$ cat src/verilog/pwm_timer_pkg.sv
// Package for the two-channel modulo timer with output compare and PWM.
// Assumes a single mclk domain; software control arrives as plain ports.
package pwm_timer_pkg;
  // ----------------------------------------
  // Widths and reset values
  // ----------------------------------------
  localparam int CNT_W = 16;
  localparam logic [15:0] WRAP_RESET = 16'hFFFF;
  localparam logic [15:0] CNT_ZERO = 16'h0000;
  localparam logic [2:0] PRESC_ZERO = 3'h0;
  localparam logic [6:0] DIV_ZERO = 7'h00;
  localparam logic [6:0] DIV_ONE = 7'h01;
  localparam logic [2:0] PS_UNUSED = 3'h7;
  // ----------------------------------------
  // Field encodings
  // ----------------------------------------
  localparam logic [1:0] MODE_UNBUF = 2'h1;
  localparam logic [1:0] MODE_BUF = 2'h2;
  localparam logic [1:0] ACT_TOGGLE = 2'h1;
  localparam logic [1:0] ACT_CLEAR = 2'h2;
  localparam logic [1:0] ACT_SET = 2'h3;

  // Per-channel control bits as software programs them.
  typedef struct packed {
    logic [1:0] mode_sel;     // High bit is chan_mode_sel_hi.
    logic [1:0] action_sel;   // High bit is chan_action_sel_hi.
    logic toggle_on_wrap;
    logic full_duty;
    logic irq_enable;
  } chan_cfg_t;

  // Owner of the output in linked mode.
  typedef enum logic [0:0] {
    OWN_CH0 = 1'b0,
    OWN_CH1 = 1'b1
  } owner_t;
endpackage

$ cat src/verilog/pwm_timer.sv
// Two-channel output compare / PWM timer with buffered linked mode.
// Assumes software drives control ports synchronously; flag clears are pulses.
`timescale 1ns/1ps
`default_nettype none
module pwm_timer
  import pwm_timer_pkg::*;
(
  input wire logic mclk,
  input wire logic reset_n,
  input wire logic counter_halt,
  input wire logic counter_clear,
  input wire logic [2:0] presc_sel,
  input wire logic [15:0] wrap_value,
  input wire logic wrap_irq_enable,
  input wire logic wrap_flag_clear,
  input wire chan_cfg_t chan0_cfg,
  input wire chan_cfg_t chan1_cfg,
  input wire logic [15:0] chan0_compare,
  input wire logic chan0_compare_wr,
  input wire logic [15:0] chan1_compare,
  input wire logic chan1_compare_wr,
  input wire logic chan0_flag_clear,
  input wire logic chan1_flag_clear,
  output logic [15:0] count_r,
  output logic wrap_flag,
  output logic wrap_irq,
  output logic chan0_event_flag,
  output logic chan1_event_flag,
  output logic chan0_irq,
  output logic chan1_irq,
  output logic chan0_pin,
  output logic chan0_pin_oe_n,
  output logic chan1_pin,
  output logic chan1_pin_oe_n,
  output logic chan1_gpio_free,
  output logic active_owner
);
  // ----------------------------------------
  // Counter
  // ----------------------------------------
  logic tick_r; // Counter advanced this cycle.
  logic wrap_r; // Counter sat at the modulo value on that tick.

  // Halt and clear reach the counter directly.
  wrap_counter u_cnt (
    .mclk(mclk),
    .reset_n(reset_n),
    .counter_halt(counter_halt),
    .counter_clear(counter_clear),
    .presc_sel(presc_sel),
    .wrap_value(wrap_value),
    .count_r(count_r),
    .tick_r(tick_r),
    .wrap_r(wrap_r)
  );

  // ----------------------------------------
  // Compare registers and linking
  // ----------------------------------------
  logic [15:0] cmp_r [2]; // Channel compare values; unknown until written in the real part.
  logic linked; // Buffered pair in effect.
  owner_t owner_r; // Pair that drives the linked output.
  owner_t last_wr_r; // Pair written most recently.
  logic [1:0] mode_eff [2]; // Mode after link override.
  logic [1:0] act_eff [2];
  logic [1:0] tov_eff;
  logic [1:0] max_eff;
  logic [1:0] ie_eff;
  logic [1:0] match;

  // The buffer bit alone decides linking, whatever the other mode bit holds.
  assign linked = chan0_cfg.mode_sel[1];

  always_ff @(posedge mclk) begin
    if (!reset_n) begin
      cmp_r[0] <= CNT_ZERO;
      cmp_r[1] <= CNT_ZERO;
    end else begin
      if (chan0_compare_wr) cmp_r[0] <= chan0_compare;
      if (chan1_compare_wr) cmp_r[1] <= chan1_compare;
    end
  end

  // While linked, ownership only changes at a wrap, so a write to the idle pair waits a period; unlinking resets it to OWN_CH0.
  always_ff @(posedge mclk) begin
    if (!reset_n || !linked) begin
      last_wr_r <= OWN_CH0;
      owner_r <= OWN_CH0;
    end else begin
      if (chan1_compare_wr) last_wr_r <= OWN_CH1;
      else if (chan0_compare_wr) last_wr_r <= OWN_CH0;
      if (wrap_r) owner_r <= last_wr_r;
    end
  end

  // Channel 1 control is ignored while linked.
  always_comb begin
    mode_eff[0] = linked ? MODE_BUF : chan0_cfg.mode_sel;
    mode_eff[1] = linked ? 2'h0 : chan1_cfg.mode_sel;
    act_eff[0] = chan0_cfg.action_sel;
    act_eff[1] = chan1_cfg.action_sel;
    tov_eff = {chan1_cfg.toggle_on_wrap && !linked, chan0_cfg.toggle_on_wrap};
    max_eff = {chan1_cfg.full_duty && !linked, chan0_cfg.full_duty};
    ie_eff = {chan1_cfg.irq_enable && !linked, chan0_cfg.irq_enable};
  end

  // A match needs equality on a tick, so a value already passed is silent this period.
  assign match[0] = tick_r && (mode_eff[0] != 2'h0) &&
                    (count_r == (linked && owner_r == OWN_CH1 ? cmp_r[1] : cmp_r[0]));
  assign match[1] = tick_r && (mode_eff[1] != 2'h0) && (count_r == cmp_r[1]);

  // ----------------------------------------
  // Pin drivers, one per channel
  // ----------------------------------------
  logic [1:0] pin_r;
  logic [1:0] flag_r;
  logic [1:0] flag_clr;
  assign flag_clr = {chan1_flag_clear, chan0_flag_clear};

  for (genvar c = 0; c < 2; c++) begin : g_chan
    // Wrap toggles first; a same-cycle match force still wins.
    always_ff @(posedge mclk) begin
      if (!reset_n) begin
        pin_r[c] <= 1'b0;
      end else if (mode_eff[c] != 2'h0) begin
        if (max_eff[c] && tov_eff[c]) begin
          pin_r[c] <= 1'b1;
        end else if (match[c] && act_eff[c] == ACT_CLEAR) begin
          pin_r[c] <= 1'b0;
        end else if (match[c] && act_eff[c] == ACT_SET) begin
          pin_r[c] <= 1'b1;
        end else if (match[c] && act_eff[c] == ACT_TOGGLE) begin
          pin_r[c] <= !pin_r[c];
        end else if (wrap_r && tov_eff[c]) begin
          pin_r[c] <= !pin_r[c];
        end
      end
    end

    // Set wins over a clear in the same cycle.
    always_ff @(posedge mclk) begin
      if (!reset_n) begin
        flag_r[c] <= 1'b0;
      end else if (match[c]) begin
        flag_r[c] <= 1'b1;
      end else if (flag_clr[c]) begin
        flag_r[c] <= 1'b0;
      end
    end
  end

  // ----------------------------------------
  // Flags, requests and registered outputs
  // ----------------------------------------
  always_ff @(posedge mclk) begin
    if (!reset_n) begin
      wrap_flag <= 1'b0;
    end else if (wrap_r) begin
      wrap_flag <= 1'b1;
    end else if (wrap_flag_clear) begin
      wrap_flag <= 1'b0;
    end
  end

  always_ff @(posedge mclk) begin
    if (!reset_n) begin
      wrap_irq <= 1'b0;
      chan0_irq <= 1'b0;
      chan1_irq <= 1'b0;
      chan0_event_flag <= 1'b0;
      chan1_event_flag <= 1'b0;
    end else begin
      wrap_irq <= (wrap_flag || wrap_r) && wrap_irq_enable;
      chan0_irq <= (flag_r[0] || match[0]) && ie_eff[0];
      chan1_irq <= (flag_r[1] || match[1]) && ie_eff[1];
      chan0_event_flag <= flag_r[0] || match[0];
      chan1_event_flag <= (flag_r[1] || match[1]) && !linked;
    end
  end

  // Channel 1 pin is released (enable high) while linked.
  always_ff @(posedge mclk) begin
    if (!reset_n) begin
      chan0_pin <= 1'b0;
      chan1_pin <= 1'b0;
      chan0_pin_oe_n <= 1'b1;
      chan1_pin_oe_n <= 1'b1;
      chan1_gpio_free <= 1'b0;
      active_owner <= 1'b0;
    end else begin
      chan0_pin <= pin_r[0];
      chan1_pin <= pin_r[1];
      chan0_pin_oe_n <= (mode_eff[0] == 2'h0);
      chan1_pin_oe_n <= (mode_eff[1] == 2'h0);
      chan1_gpio_free <= linked;
      active_owner <= owner_r;
    end
  end

  // ----------------------------------------
  // Checks
  // ----------------------------------------
  chk_link_owner_wrap: assert property (@(posedge mclk) disable iff (!reset_n)
    linked && $past(linked) && $past(reset_n) && owner_r != $past(owner_r) |-> $past(wrap_r))
    else $error("owner changed without a wrap");
  chk_owner_follows: assert property (@(posedge mclk) disable iff (!reset_n)
    linked && wrap_r && !chan0_compare_wr && !chan1_compare_wr |=> $stable(linked) |-> owner_r == $past(last_wr_r))
    else $error("owner did not follow last written pair");
  chk_wrap_flag_set: assert property (@(posedge mclk) disable iff (!reset_n)
    wrap_r |=> wrap_flag)
    else $error("wrap flag not set");
  chk_wrap_irq_gate: assert property (@(posedge mclk) disable iff (!reset_n)
    wrap_irq |-> $past(wrap_irq_enable))
    else $error("wrap request while disabled");
  chk_chan_flag_set: assert property (@(posedge mclk) disable iff (!reset_n)
    match[0] |=> flag_r[0] ##1 chan0_event_flag)
    else $error("channel flag not set on match");
  chk_clear_action: assert property (@(posedge mclk) disable iff (!reset_n)
    match[0] && act_eff[0] == ACT_CLEAR && !(max_eff[0] && tov_eff[0]) |=> !pin_r[0] ##1 !chan0_pin)
    else $error("clear on compare failed");
  chk_full_duty: assert property (@(posedge mclk) disable iff (!reset_n)
    mode_eff[0] != 2'h0 && max_eff[0] && tov_eff[0] |=> pin_r[0])
    else $error("full duty not high");
  chk_no_toggle_hold: assert property (@(posedge mclk) disable iff (!reset_n)
    wrap_r && !tov_eff[0] && !match[0] |=> $stable(pin_r[0]))
    else $error("pin toggled without toggle-on-wrap");
  chk_link_releases: assert property (@(posedge mclk) disable iff (!reset_n)
    linked |=> chan1_pin_oe_n && chan1_gpio_free)
    else $error("channel 1 pin not released");
  chk_halt_freeze: assert property (@(posedge mclk) disable iff (!reset_n)
    counter_halt && !counter_clear |=> $stable(count_r) && !wrap_r)
    else $error("counter moved while halted");

  cov_linked_swap: cover property (@(posedge mclk) linked && wrap_r && last_wr_r != owner_r);
  cov_pwm_clear: cover property (@(posedge mclk) match[0] && act_eff[0] == ACT_CLEAR);
  cov_wrap_toggle: cover property (@(posedge mclk) wrap_r && tov_eff[0]);
endmodule // pwm_timer
`default_nettype wire

$ cat src/verilog/wrap_counter.sv
// Prescaled 16-bit modulo counter.
// Assumes halt and clear are synchronous to mclk.
`timescale 1ns/1ps
`default_nettype none
module wrap_counter
  import pwm_timer_pkg::*;
(
  input wire logic mclk,
  input wire logic reset_n,
  input wire logic counter_halt,
  input wire logic counter_clear,
  input wire logic [2:0] presc_sel,
  input wire logic [15:0] wrap_value,
  output logic [15:0] count_r,
  output logic tick_r,
  output logic wrap_r
);
  // ----------------------------------------
  // Prescaler
  // ----------------------------------------
  logic [6:0] div_r; // Free prescaler count.
  logic [6:0] div_mask; // Low bits that must be all ones for a tick.
  logic tick_nxt;
  assign div_mask = (presc_sel == PS_UNUSED) ? DIV_ZERO : 7'((DIV_ONE << presc_sel) - DIV_ONE);
  assign tick_nxt = !counter_halt && !counter_clear && (presc_sel != PS_UNUSED) && ((div_r & div_mask) == div_mask);

  // Prescaler is cleared with the counter by the clear bit.
  always_ff @(posedge mclk) begin
    if (!reset_n || counter_clear) begin
      div_r <= DIV_ZERO;
    end else if (!counter_halt) begin
      div_r <= div_r + DIV_ONE;
    end
  end

  // ----------------------------------------
  // Counter
  // ----------------------------------------
  // Counts 0..wrap inclusive, so a wrap of 00FF gives 256 ticks.
  always_ff @(posedge mclk) begin
    if (!reset_n || counter_clear) begin
      count_r <= CNT_ZERO;
    end else if (tick_nxt) begin
      count_r <= (count_r == wrap_value) ? CNT_ZERO : count_r + 16'h0001;
    end
  end

  // Wrap pulse marks the tick on which the counter sits at the modulo value.
  always_ff @(posedge mclk) begin
    if (!reset_n) begin
      tick_r <= 1'b0;
      wrap_r <= 1'b0;
    end else begin
      tick_r <= tick_nxt;
      wrap_r <= tick_nxt && (count_r == wrap_value);
    end
  end

  chk_wrap_restart: assert property (@(posedge mclk) disable iff (!reset_n)
    wrap_r && !counter_clear |-> count_r == CNT_ZERO)
    else $error("counter did not restart at zero after wrap");
endmodule // wrap_counter
`default_nettype wire
$ cat config.mk
export PLATFORM = sky130hd
export DESIGN_NAME = pwm_timer
export DESIGN_NICKNAME = d
export VERILOG_FILES = /design/src/verilog/pwm_timer_pkg.sv /design/src/verilog/pwm_timer.sv /design/src/verilog/wrap_counter.sv
export SDC_FILE = /design/constraint.sdc
export NUM_CORES = 1
export LEC_CHECK = 0
export BUFFER_PORTS_ARGS = -buffer_cell sky130_fd_sc_hd__buf_2
export CAP_MARGIN = 25
export CELL_PAD_IN_SITES_DETAIL_PLACEMENT = 0
export CELL_PAD_IN_SITES_GLOBAL_PLACEMENT = 2
export CORE_AREA = 5 5 158 84
export DETAILED_ROUTE_END_ITERATION = 7
export DIE_AREA = 0 0 163 89
export PLACE_DENSITY = 0.88
export SYNTH_ARGS = -nofsm -noshare
export SYNTH_HDL_FRONTEND = slang
export SYNTH_SLANG_ARGS = --single-unit
export TNS_END_PERCENT = 30
$ cat constraint.sdc
create_clock -name mclk -period 3.6 [get_ports mclk]
set_input_delay 0.18 -clock mclk [delete_from_list [all_inputs] [get_ports mclk]]
set_output_delay 0.18 -clock mclk [all_outputs]
set_load 0.005 [all_outputs]
==> results of run 1 <==
## metrics by stage
step                utilization, %  cells  setup slack (ps)  hold slack (ps)
floorplan                        -    408              1260              296
global placement              38.7    647               954              409
detailed placement            38.7    647               863              407
CTS                           41.3    663              1210             56.7
global route                  41.3    663               987             63.3
finish                        41.3    663              1250             70.0
## per-layer routing
layer	track usage, %	up-vias	wire length (um)
li1	-	1586	-
met1	16.8	1421	4370
met2	22.5	80	4390
met3	4.47	6	659
met4	4.57	0	112
met5	0	-	0
## synthesized netlist by cell type (7+ instances only)
library cell	instances	area (um^2)
and2_1	38	238
clkbuf_1	25	93.8
xnor2_1	30	263
nand3_1	8	40.0
nor2b_1	9	56.3
nor2_1	33	124
nand2_1	21	78.8
inv_1	13	48.8
xor2_1	24	210
nor4_1	16	100
o21ai_0	12	60.1
and3_1	7	43.8
edfxtp_1	32	961
nand2b_1	7	43.8
dfxtp_1	43	861
a21oi_1	11	55.1
nand4_1	9	56.3
## final cells by class
class	count	area [um^2]
multi-input cells	291	1910
inverters	13	48.8
repair buffers	103	518
well taps	165	206
clock buffers	14	264
fillers	1184	6830
flip-flops and latches	75	1820
clock inverters	2	35.0
## state kept, by name, indices dropped and copies added (netlist names)
| register | count |
|---|---|
| chan0_pin | 1 |
| active_owner | 1 |
| wrap_irq | 1 |
| last_wr_r | 1 |
| chan1_event_flag | 1 |
| u_cnt.div_r | 7 |
| wrap_flag | 1 |
| chan1_gpio_free | 1 |
| chan1_pin_oe_n | 1 |
| owner_r | 1 |
| chan1_pin | 1 |
| chan0_event_flag | 1 |
| chan0_pin_oe_n | 1 |
| u_cnt.tick_r | 1 |
| u_cnt.wrap_r | 1 |
| cmp_r | 32 |
| u_cnt.count_r | 16 |
| flag_r | 2 |
| pin_r | 2 |
| chan1_irq | 1 |
| chan0_irq | 1 |
## power by group through the flow
stage / clock, W / combinational [W] / sequential, W
global route: 0.000957 / 0.000187 / 0.000957
global placement: 0 / 0.000164 / 0.000971
floorplan: 0 / 0.0000993 / 0.000964
finish: 0.000895 / 0.000165 / 0.000953
detailed placement: 0 / 0.000166 / 0.000972
CTS: 0.000921 / 0.000167 / 0.000954
## critical path, stage by stage
cell	delay [ps]
buf_2	130
or3_1	400
ha_1	290
nor2_1	30
nor4_1	170
o211ai_1	120
buf_4	200
or2_1	320
o21bai_2	550
nor2_1	130
## layout by cell type, fill, tap and decap left out, drive strengths merged, types with 4 or more instances in the layout
cell	Yosys	routed
o21a	6	6
or3	5	5
xor2	24	24
edfxtp	32	32
nand4	9	9
nor2b	9	9
xnor2	30	30
inv	13	13
dfxtp	43	43
a211oi	4	4
buf	4	103
nand2	22	22
nor2	33	33
clkbuf	25	14
nor3	6	6
mux2i	4	4
nand3	8	8
nand2b	7	7
a21oi	11	11
and2	38	38
nor4	17	17
o21ai	12	12
and3	7	7
## final timing paths
path | startpoint | endpoint | slack [ps] | cells past startpoint
worst max-delay path | presc_sel[0] | u_cnt.count_r[13]$_SDFFE_PP0P_ | 1250 | 10
worst min-delay path | wrap_irq_enable | wrap_irq$_SDFF_PN0_ | 70 | 2
worst max register to register | u_cnt.count_r[4]$_SDFFE_PP0P_ | pin_r[0]$_SDFFE_PN0P_ | 1290 | 5
worst min register to register | flag_r[0]$_SDFFE_PN0P_ | chan0_event_flag$_SDFF_PN0_ | 500 | 1
## cell families (layout without fill, tap and decap cells)
| family | Yosys count | count (layout) | synth area share, % |
|---|---|---|---|
| adders and majority gates | 3 | 3 | 0.963 |
| muxes | 4 | 4 | 1.03 |
| DFF | 75 | 75 | 46.8 |
| and+or+nand+nor | 172 | 172 | 24.4 |
| buffers and inverters | 42 | 132 | 4.30 |
| xor gates and xnor gates | 54 | 54 | 12.1 |
| AOI/OAI and AO/OA | 58 | 58 | 10.4 |
==> impl_metrics.csv, run 1 <==
group,metric,value,unit
clock_tree,clk_pin_slew_worst_paths,50,ps
global_routing,grt_remaining_overflow,0,
placed_design,gp_congestion,0.808,
setup_path,start_kind,"input port",
placed_design,port_buffers,102,
logic_synthesis,synth_cells,408,
setup_path,cp.required,3790,ps
clock_tree,clock-root-buffer,"clkbuf_16",
global_routing,grt_max_degree,33,
power,seq_power_share,47.3,%
drt,drc,0,
power,power_density,419,nW/um^2
cells_and_area,stdcell_area,4800,um^2
clock_tree,cts_resized,0,
power,vdd_drop_max,0.000263,V
cells_and_area,nets,571,
run,maxCapViolations,0,
clock_tree,h-tree-depth,3,
floorplanning,start_util,33.5,%
cells_and_area,drive_gt1_share,24.7,%
power,pwr-share-clk,44.5,%
setup_path,cp_max_fo,16,
logic_synthesis,syn_nets,486,
clock_tree,clock_sink_count,75,
drt,drt_iter0_markers,179,
timing,timing.fmax,425,MHz
timing,maxSlewViolCount,0,
clock_tree,cts_max_path_buffers,2,
drt,ant_nets,0,
floorplanning,die_area,14500,um^2
logic_synthesis,synth.distinct_cells,56,
setup_path,worst-setup-path-type,"input port to flop",
timing,fin_crit_sh,65.3,%
cells_and_area,n_antenna_cell,0,
power,power.total,0.00201,W
outcome,status,"completed",
logic_synthesis,yosys_register_bits,75,
timing,setup_viol,0,
global_routing,grt_pass1_wl,15.2,mm
logic_synthesis,async_reset_ff_share,0,%
logic_synthesis,yosys_warnings,0,
power,p_int,0.00159,W
setup_path,critPathCaptureType,"flop",
timing,hold_violations,0,
drt,routed_via_density,4.67,
global_routing,grt.total_usage,13.5,%
timing,worst_pin_slew,963,ps
global_routing,grt_pass1_vias,2965,
power,p_comb_share,8.2,%
setup_path,cp.arrival,2540,ps
logic_synthesis,syn_area_per_cell,9.55,um^2
timing,rsz0062_at_grt,"false",
clock_tree,cts_tree,"built",
logic_synthesis,synthFlopType,"dfxtp_1",
placed_design,placed_cell_area,4500,um^2
floorplanning,rows,28,
logic_synthesis,syn_area,3900,um^2
logic_synthesis,synth_seq_area_share,46.8,%
timing,fin_crit,2350,ps
global_routing,grt_antenna_before_repair,0,
drt,wl,9.53,mm
timing,fin_skew,7.73,ps
power,switchingPower,0.000424,W
floorplanning,core-area,11600,um^2
clock_tree,cts_buffers,9,
timing,slew_headroom,35.8,%
placed_design,dp_hpwl,7.32,mm
floorplanning,die_h,89,um
power,p_leak,1.94,nW
cells_and_area,area_growth,23.2,%
logic_synthesis,synth-edff-count,32,
clock_tree,ctsHoldBuffers,0,
floorplanning,dieWidth,163,um
clock_tree,clock_latency,330,ps
floorplanning,io_pins,103,
power,swShare,21.1,%
drt,num_vias,3093,
clock_tree,post_cts_buffers,0,
drt,dr.pass1.iters,4,
min_path,hold_path_class,"input port to flop",
drt,wl_per_cell,14.4,um
timing,fin_tns_setup,0,ps
(Power assumes the default switching activity.)
==> run 2: changes to the inputs <==
Settings changed: CORE_AREA 5 5 158 84 to 5 5 170 90, DIE_AREA 0 0 163 89 to 0 0 175 95, PLACE_DENSITY 0.88 to 0.81.
Clock period 3.6 ns to 2.15 ns, I/O delays scaled along.
==> impl_metrics.csv, run 2 (same netlist as run 1, synthesis figures left out) <==
group,metric,value,unit
min_path,hold_path_class,"input port to flop",
placed_design,port_buffers,102,
global_routing,grt_antenna_before_repair,0,
timing,slew_headroom,52.7,%
cells_and_area,seq_area,1820,um^2
clock_tree,clock_sink_count,75,
cells_and_area,multi_input_area,1910,um^2
cells_and_area,largest_register_ffs,32,
drt,wl,11.7,mm
drt,dr.pass1.iters,4,
timing,fin_crit,2080,ps
drt,drt_iter0_markers,200,
outcome,status,"completed",
timing,fin_crit_sh,96.9,%
cells_and_area,stdcell_area,5100,um^2
timing,fin_tns_setup,0,ps
cells_and_area,n_antenna_cell,0,
cells_and_area,area_growth,30.9,%
drt,drc,0,
timing,rsz0062_at_grt,"false",
cells_and_area,mostFrequentLayoutCells,"buf_2, dfxtp_1, and2_1",
global_routing,grt_max_degree,33,
placed_design,placed_cell_area,4760,um^2
floorplanning,die_area,16600,um^2
timing,hold_violations,0,
setup_path,r2r_setup_slack,150,ps
cells_and_area,top_regs,"cmp_r (32), u_cnt.count_r (16), u_cnt.div_r (7)",
setup_path,start_kind,"input port",
cells_and_area,final_cell_count_no_fill,711,
cells_and_area,top_register,"cmp_r",
setup_path,critPathCaptureType,"flop",
floorplanning,die_h,95,um
timing,fin_skew,7.23,ps
drt,num_vias,3293,
power,power_density,690,nW/um^2
clock_tree,cts_buffers,9,
floorplanning,io_pins,103,
global_routing,grt.total_usage,14.5,%
clock_tree,cts_tree,"built",
power,vdd_drop_max,0.000365,V
drt,ant_nets,0,
clock_tree,h-tree-depth,3,
global_routing,grt_pass1_vias,3266,
setup_path,cpMaxStageDelayCell,"or4_1",
setup_path,cp_max_fo,7,
cells_and_area,fillers,1445,
floorplanning,dieWidth,175,um
global_routing,grt_pass1_wl,18.2,mm
setup_path,max_stage_delay,480,ps
clock_tree,clock-root-buffer,"clkbuf_16",
drt,routed_via_density,4.63,
placed_design,gp_congestion,0.871,
floorplanning,start_util,28.1,%
placed_design,dp_hpwl,9.54,mm
timing,timing.fmax,480,MHz
cells_and_area,drive_gt1_share,29.6,%
placed_design,placed_cells,693,
clock_tree,cts_max_path_buffers,2,
setup_path,cp.arrival,2360,ps
setup_path,cp.required,2420,ps
cells_and_area,layout_commonest_cell,"buf_2",
clock_tree,clock_latency,340,ps
run,maxCapViolations,0,
drt,wl_per_cell,16.5,um
setup_path,worst-setup-path-type,"input port to flop",
cells_and_area,nets,603,
timing,maxSlewViolCount,0,
clock_tree,clk_pin_slew_worst_paths,60,ps
power,p_leak,2.12,nW
global_routing,grt_remaining_overflow,0,
timing,setup_viol,0,
timing,worst_pin_slew,709,ps
floorplanning,rows,31,
clock_tree,post_cts_buffers,0,
floorplanning,core-area,13900,um^2
setup_path,cp_cell_sequence,"buf_2 > or3_1 > ha_1 > nor2_1 > nor4_1 > o211ai_1 > or2_4 > or4_1 > a21oi_1",
## run 2: cell types whose count changed in the layout (fill, tap and decap cells not counted), sizes merged
cell         before  now
inv              13   19
dlygate4sd3       0    2
clkinv            1    0
clkbuf           14    9
buf             103  133
## run 2: final timing paths
kind	endpoint	cells after the start	startpoint
min	chan0_irq$_SDFF_PN0_	2	chan0_cfg[0]
max reg2reg	pin_r[1]$_SDFFE_PN0P_	6	cmp_r[0][21]$_SDFFCE_PN0P_
max	u_cnt.count_r[12]$_SDFFE_PP0P_	9	presc_sel[0]
min reg2reg	chan0_event_flag$_SDFF_PN0_	1	flag_r[0]$_SDFFE_PN0P_
## run 2: power by group
| part | total, W | leakage, nW | internal [W] | switching (W) |
|---|---|---|---|---|
| sequential | 0.00160 | 0.689 | 0.00156 | 0.0000451 |
| combinational | 0.000302 | 1.28 | 0.000156 | 0.000146 |
| clock | 0.00161 | 0.157 | 0.000936 | 0.000677 |
| total | 0.00352 | 2.12 | 0.00265 | 0.000868 |
## run 2: layout make-up
type                            count  share of cell area (%)
Clock buffer                        9                    4.42
Clock inverter                      7                    1.77
Inverter                           13                   0.957
Multi-Input combinational cell    291                    37.5
Sequential cell                    75                    35.7
Tap cell                          181                    4.44
Timing Repair Buffer              135                    15.2
## run 2: stage by stage
stage	hold slack, ps	power [W]	util (%)	setup WS (ps)
2_1_floorplan	223	0.00178	-	-104
5_1_grt	8.09	0.00367	36.7	1.97
3_3_place_gp	333	0.00193	34.3	-142
3_5_place_dp	349	0.00193	34.3	-266
4_1_cts	15.4	0.00356	36.7	38.5
6_report	26.0	0.00352	36.7	66.0
## run 2: worst max-delay path, delay by kind of cell
kind / cells / cell delay, ps
fa+ha+maj: 1 / 300
buf+inv: 1 / 110
compound gates: 2 / 320
simple gates: 5 / 1540
## run 2: layer usage
metal / share of wire (%) / track usage, % / vias up
met2: 36 / 18.1 / 97
met4: 0.78 / 3.27 / 0
li1: - / - / 1655
met1: 55 / 22.9 / 1532
met3: 7.6 / 5.04 / 9
met5: 0 / 0 / -
## run 2: timing repair
item	CTS	global route
hold buffers	2	0
setup endpoints to repair	0	5
gates resized for setup	0	2
hold endpoints to repair	2	0
==> run 3: changes to the inputs <==
--- a/config.mk
+++ b/config.mk
@@ -14,2 +14,3 @@
 export DIE_AREA = 0 0 175 95
+export GPL_TIMING_DRIVEN = 1
 export PLACE_DENSITY = 0.81
==> constraint.sdc (replaced) <==
create_clock -name mclk -period 2.15 [get_ports mclk]
set_input_delay 0.215 -clock mclk [delete_from_list [all_inputs] [get_ports mclk]]
set_output_delay 0.215 -clock mclk [all_outputs]
set_load 0.005 [all_outputs]
==> impl_metrics.csv, run 3 (same netlist as run 1, synthesis figures left out) <==
group,metric,value,unit
clock_tree,cts_max_path_buffers,2,
global_routing,grt_pass1_vias,3151,
floorplanning,dieWidth,175,um
outcome,status,"completed",
timing,slew_headroom,53.5,%
power,power.total,0.00355,W
min_path,worstHoldStart,"wrap_irq_enable",
timing,setup_viol,0,
timing,timing.fmax,468,MHz
drt,num_vias,3221,
drt,wl_per_cell,16.0,um
setup_path,max_stage_delay,530,ps
power,p_leak,2.13,nW
setup_path,cp.arrival,2400,ps
clock_tree,h-tree-depth,3,
clock_tree,clk_pin_slew_worst_paths,60,ps
drt,routed_via_density,4.52,
setup_path,critPathCaptureType,"flop",
global_routing,grt_antenna_before_repair,0,
timing,worst_pin_slew,698,ps
drt,wl,11.4,mm
placed_design,placed_cells,694,
run,maxCapViolations,0,
setup_path,crit_path_start,"presc_sel[1]",
clock_tree,clock_sink_count,75,
placed_design,placed_cell_area,4750,um^2
cells_and_area,area_growth,32.6,%
clock_tree,clock_latency,340,ps
floorplanning,die_h,95,um
power,power_density,688,nW/um^2
cells_and_area,top_regs,"cmp_r (32), u_cnt.count_r (16), u_cnt.div_r (7)",
drt,drc,0,
setup_path,cp_cell_sequence,"buf_6 > or3_4 > ha_4 > nor2_4 > nor4_2 > o211ai_1 > or2_4 > or4_4 > a21oi_2",
placed_design,port_buffers,102,
clock_tree,clock-root-buffer,"clkbuf_16",
cells_and_area,final_cell_count_no_fill,712,
setup_path,r2r_setup_slack,140,ps
setup_path,cpMaxStageDelayCell,"or4_4",
drt,drt_iter0_markers,217,
setup_path,worst-setup-path-type,"input port to flop",
timing,maxSlewViolCount,0,
setup_path,rr_startpoint,"u_cnt.count_r[12]$_SDFFE_PP0P_",
cells_and_area,n_antenna_cell,0,
clock_tree,cts_tree,"built",
setup_path,cp.required,2420,ps
timing,fin_skew,8.90,ps
timing,fin_crit_sh,99.3,%
cells_and_area,mostFrequentLayoutCells,"buf_2, dfxtp_1, and2_1",
floorplanning,io_pins,103,
clock_tree,cts_buffers,9,
setup_path,cp_max_fo,5,
timing,fin_tns_setup,0,ps
drt,dr.pass1.iters,4,
cells_and_area,layout_commonest_cell,"buf_2",
min_path,hold_path_class,"input port to flop",
timing,rsz0062_at_grt,"true",
global_routing,grt_max_degree,33,
cells_and_area,nets,604,
timing,hold_violations,0,
cells_and_area,largest_register_ffs,32,
floorplanning,die_area,16600,um^2
cells_and_area,drive_gt1_share,32.0,%
placed_design,gp_congestion,0.893,
cells_and_area,top_register,"cmp_r",
floorplanning,core-area,13900,um^2
global_routing,grt_pass1_wl,17.7,mm
setup_path,start_kind,"input port",
floorplanning,start_util,28.1,%
global_routing,grt_remaining_overflow,0,
power,vdd_drop_max,0.000326,V
floorplanning,rows,31,
drt,ant_nets,0,
global_routing,grt.total_usage,14.1,%
placed_design,dp_hpwl,9.27,mm
timing,fin_crit,2140,ps
cells_and_area,stdcell_area,5160,um^2
-- run 3: changes by cell type in the layout (fill, tap and decap cells not counted), moves of 3 or more --
cell and delta:
buf_4 +4, inv_8 -3, nor4_1 -3, nor4_2 +3
-- run 3: critical path, delay by kind of cell --
| kind | cells | cell delay, ps |
|---|---|---|
| simple gates | 5 | 1520 |
| compound gates | 2 | 290 |
| fa+ha+maj | 1 | 280 |
| buf+inv | 1 | 90 |
-- run 3: layer usage --
metal	vias to the layer above	GRT usage [%]	routed length [um]	share of wire, %
met5	-	0	0	0
met4	0	3.14	95	0.83
met3	9	4.60	993	8.7
met2	112	16.7	3940	35
met1	1442	23.2	6390	56
li1	1658	-	-	-
-- run 3: cell type report --
| cell class | instances | area [um^2] |
|---|---|---|
| Timing Repair Buffer | 136 | 778 |
| Clock inverter | 7 | 97.6 |
| Tap cell | 181 | 226 |
| Clock buffer | 9 | 225 |
| Fill cell | 1438 | 8720 |
| Inverter | 13 | 48.8 |
| Sequential cell | 75 | 1820 |
| Multi-Input combinational cell | 291 | 1960 |
-- run 3: worst paths after layout --
kind / endpoint / cells after the start
worst min register to register: chan0_event_flag$_SDFF_PN0_ / 1
worst max-delay path: u_cnt.count_r[12]$_SDFFE_PP0P_ / 9
worst max register to register: u_cnt.count_r[11]$_SDFFE_PP0P_ / 8
worst min-delay path: wrap_irq$_SDFF_PN0_ / 2
-- run 3: power by group --
| part | total (W) | leakage [nW] | internal [W] | switching [W] |
|---|---|---|---|---|
| registers | 0.00160 | 0.690 | 0.00156 | 0.0000454 |
| clock network | 0.00164 | 0.154 | 0.00102 | 0.000613 |
| logic | 0.000312 | 1.29 | 0.000162 | 0.000150 |
| total | 0.00355 | 2.13 | 0.00274 | 0.000808 |
-- run 3: what timing repair did --
item	in CTS	in global routing
resized for setup	1	15
endpoints found under the setup margin	1	18
endpoints found under the hold margin	0	0
hold buffers	0	0
buffers inserted	0	2
pin swaps	0	8
-- run 3: metrics by stage --
| step | setup WS [ps] | utilization [%] | hold WS, ps |
|---|---|---|---|
| after floorplan | -212 | - | 331 |
| after global placement | -264 | 34.2 | 442 |
| after detailed placement | -357 | 34.2 | 450 |
| after CTS | 14.8 | 36.6 | 95.3 |
| after global routing | -30.2 | 37.2 | 118 |
| final | 14.1 | 37.2 | 108 |
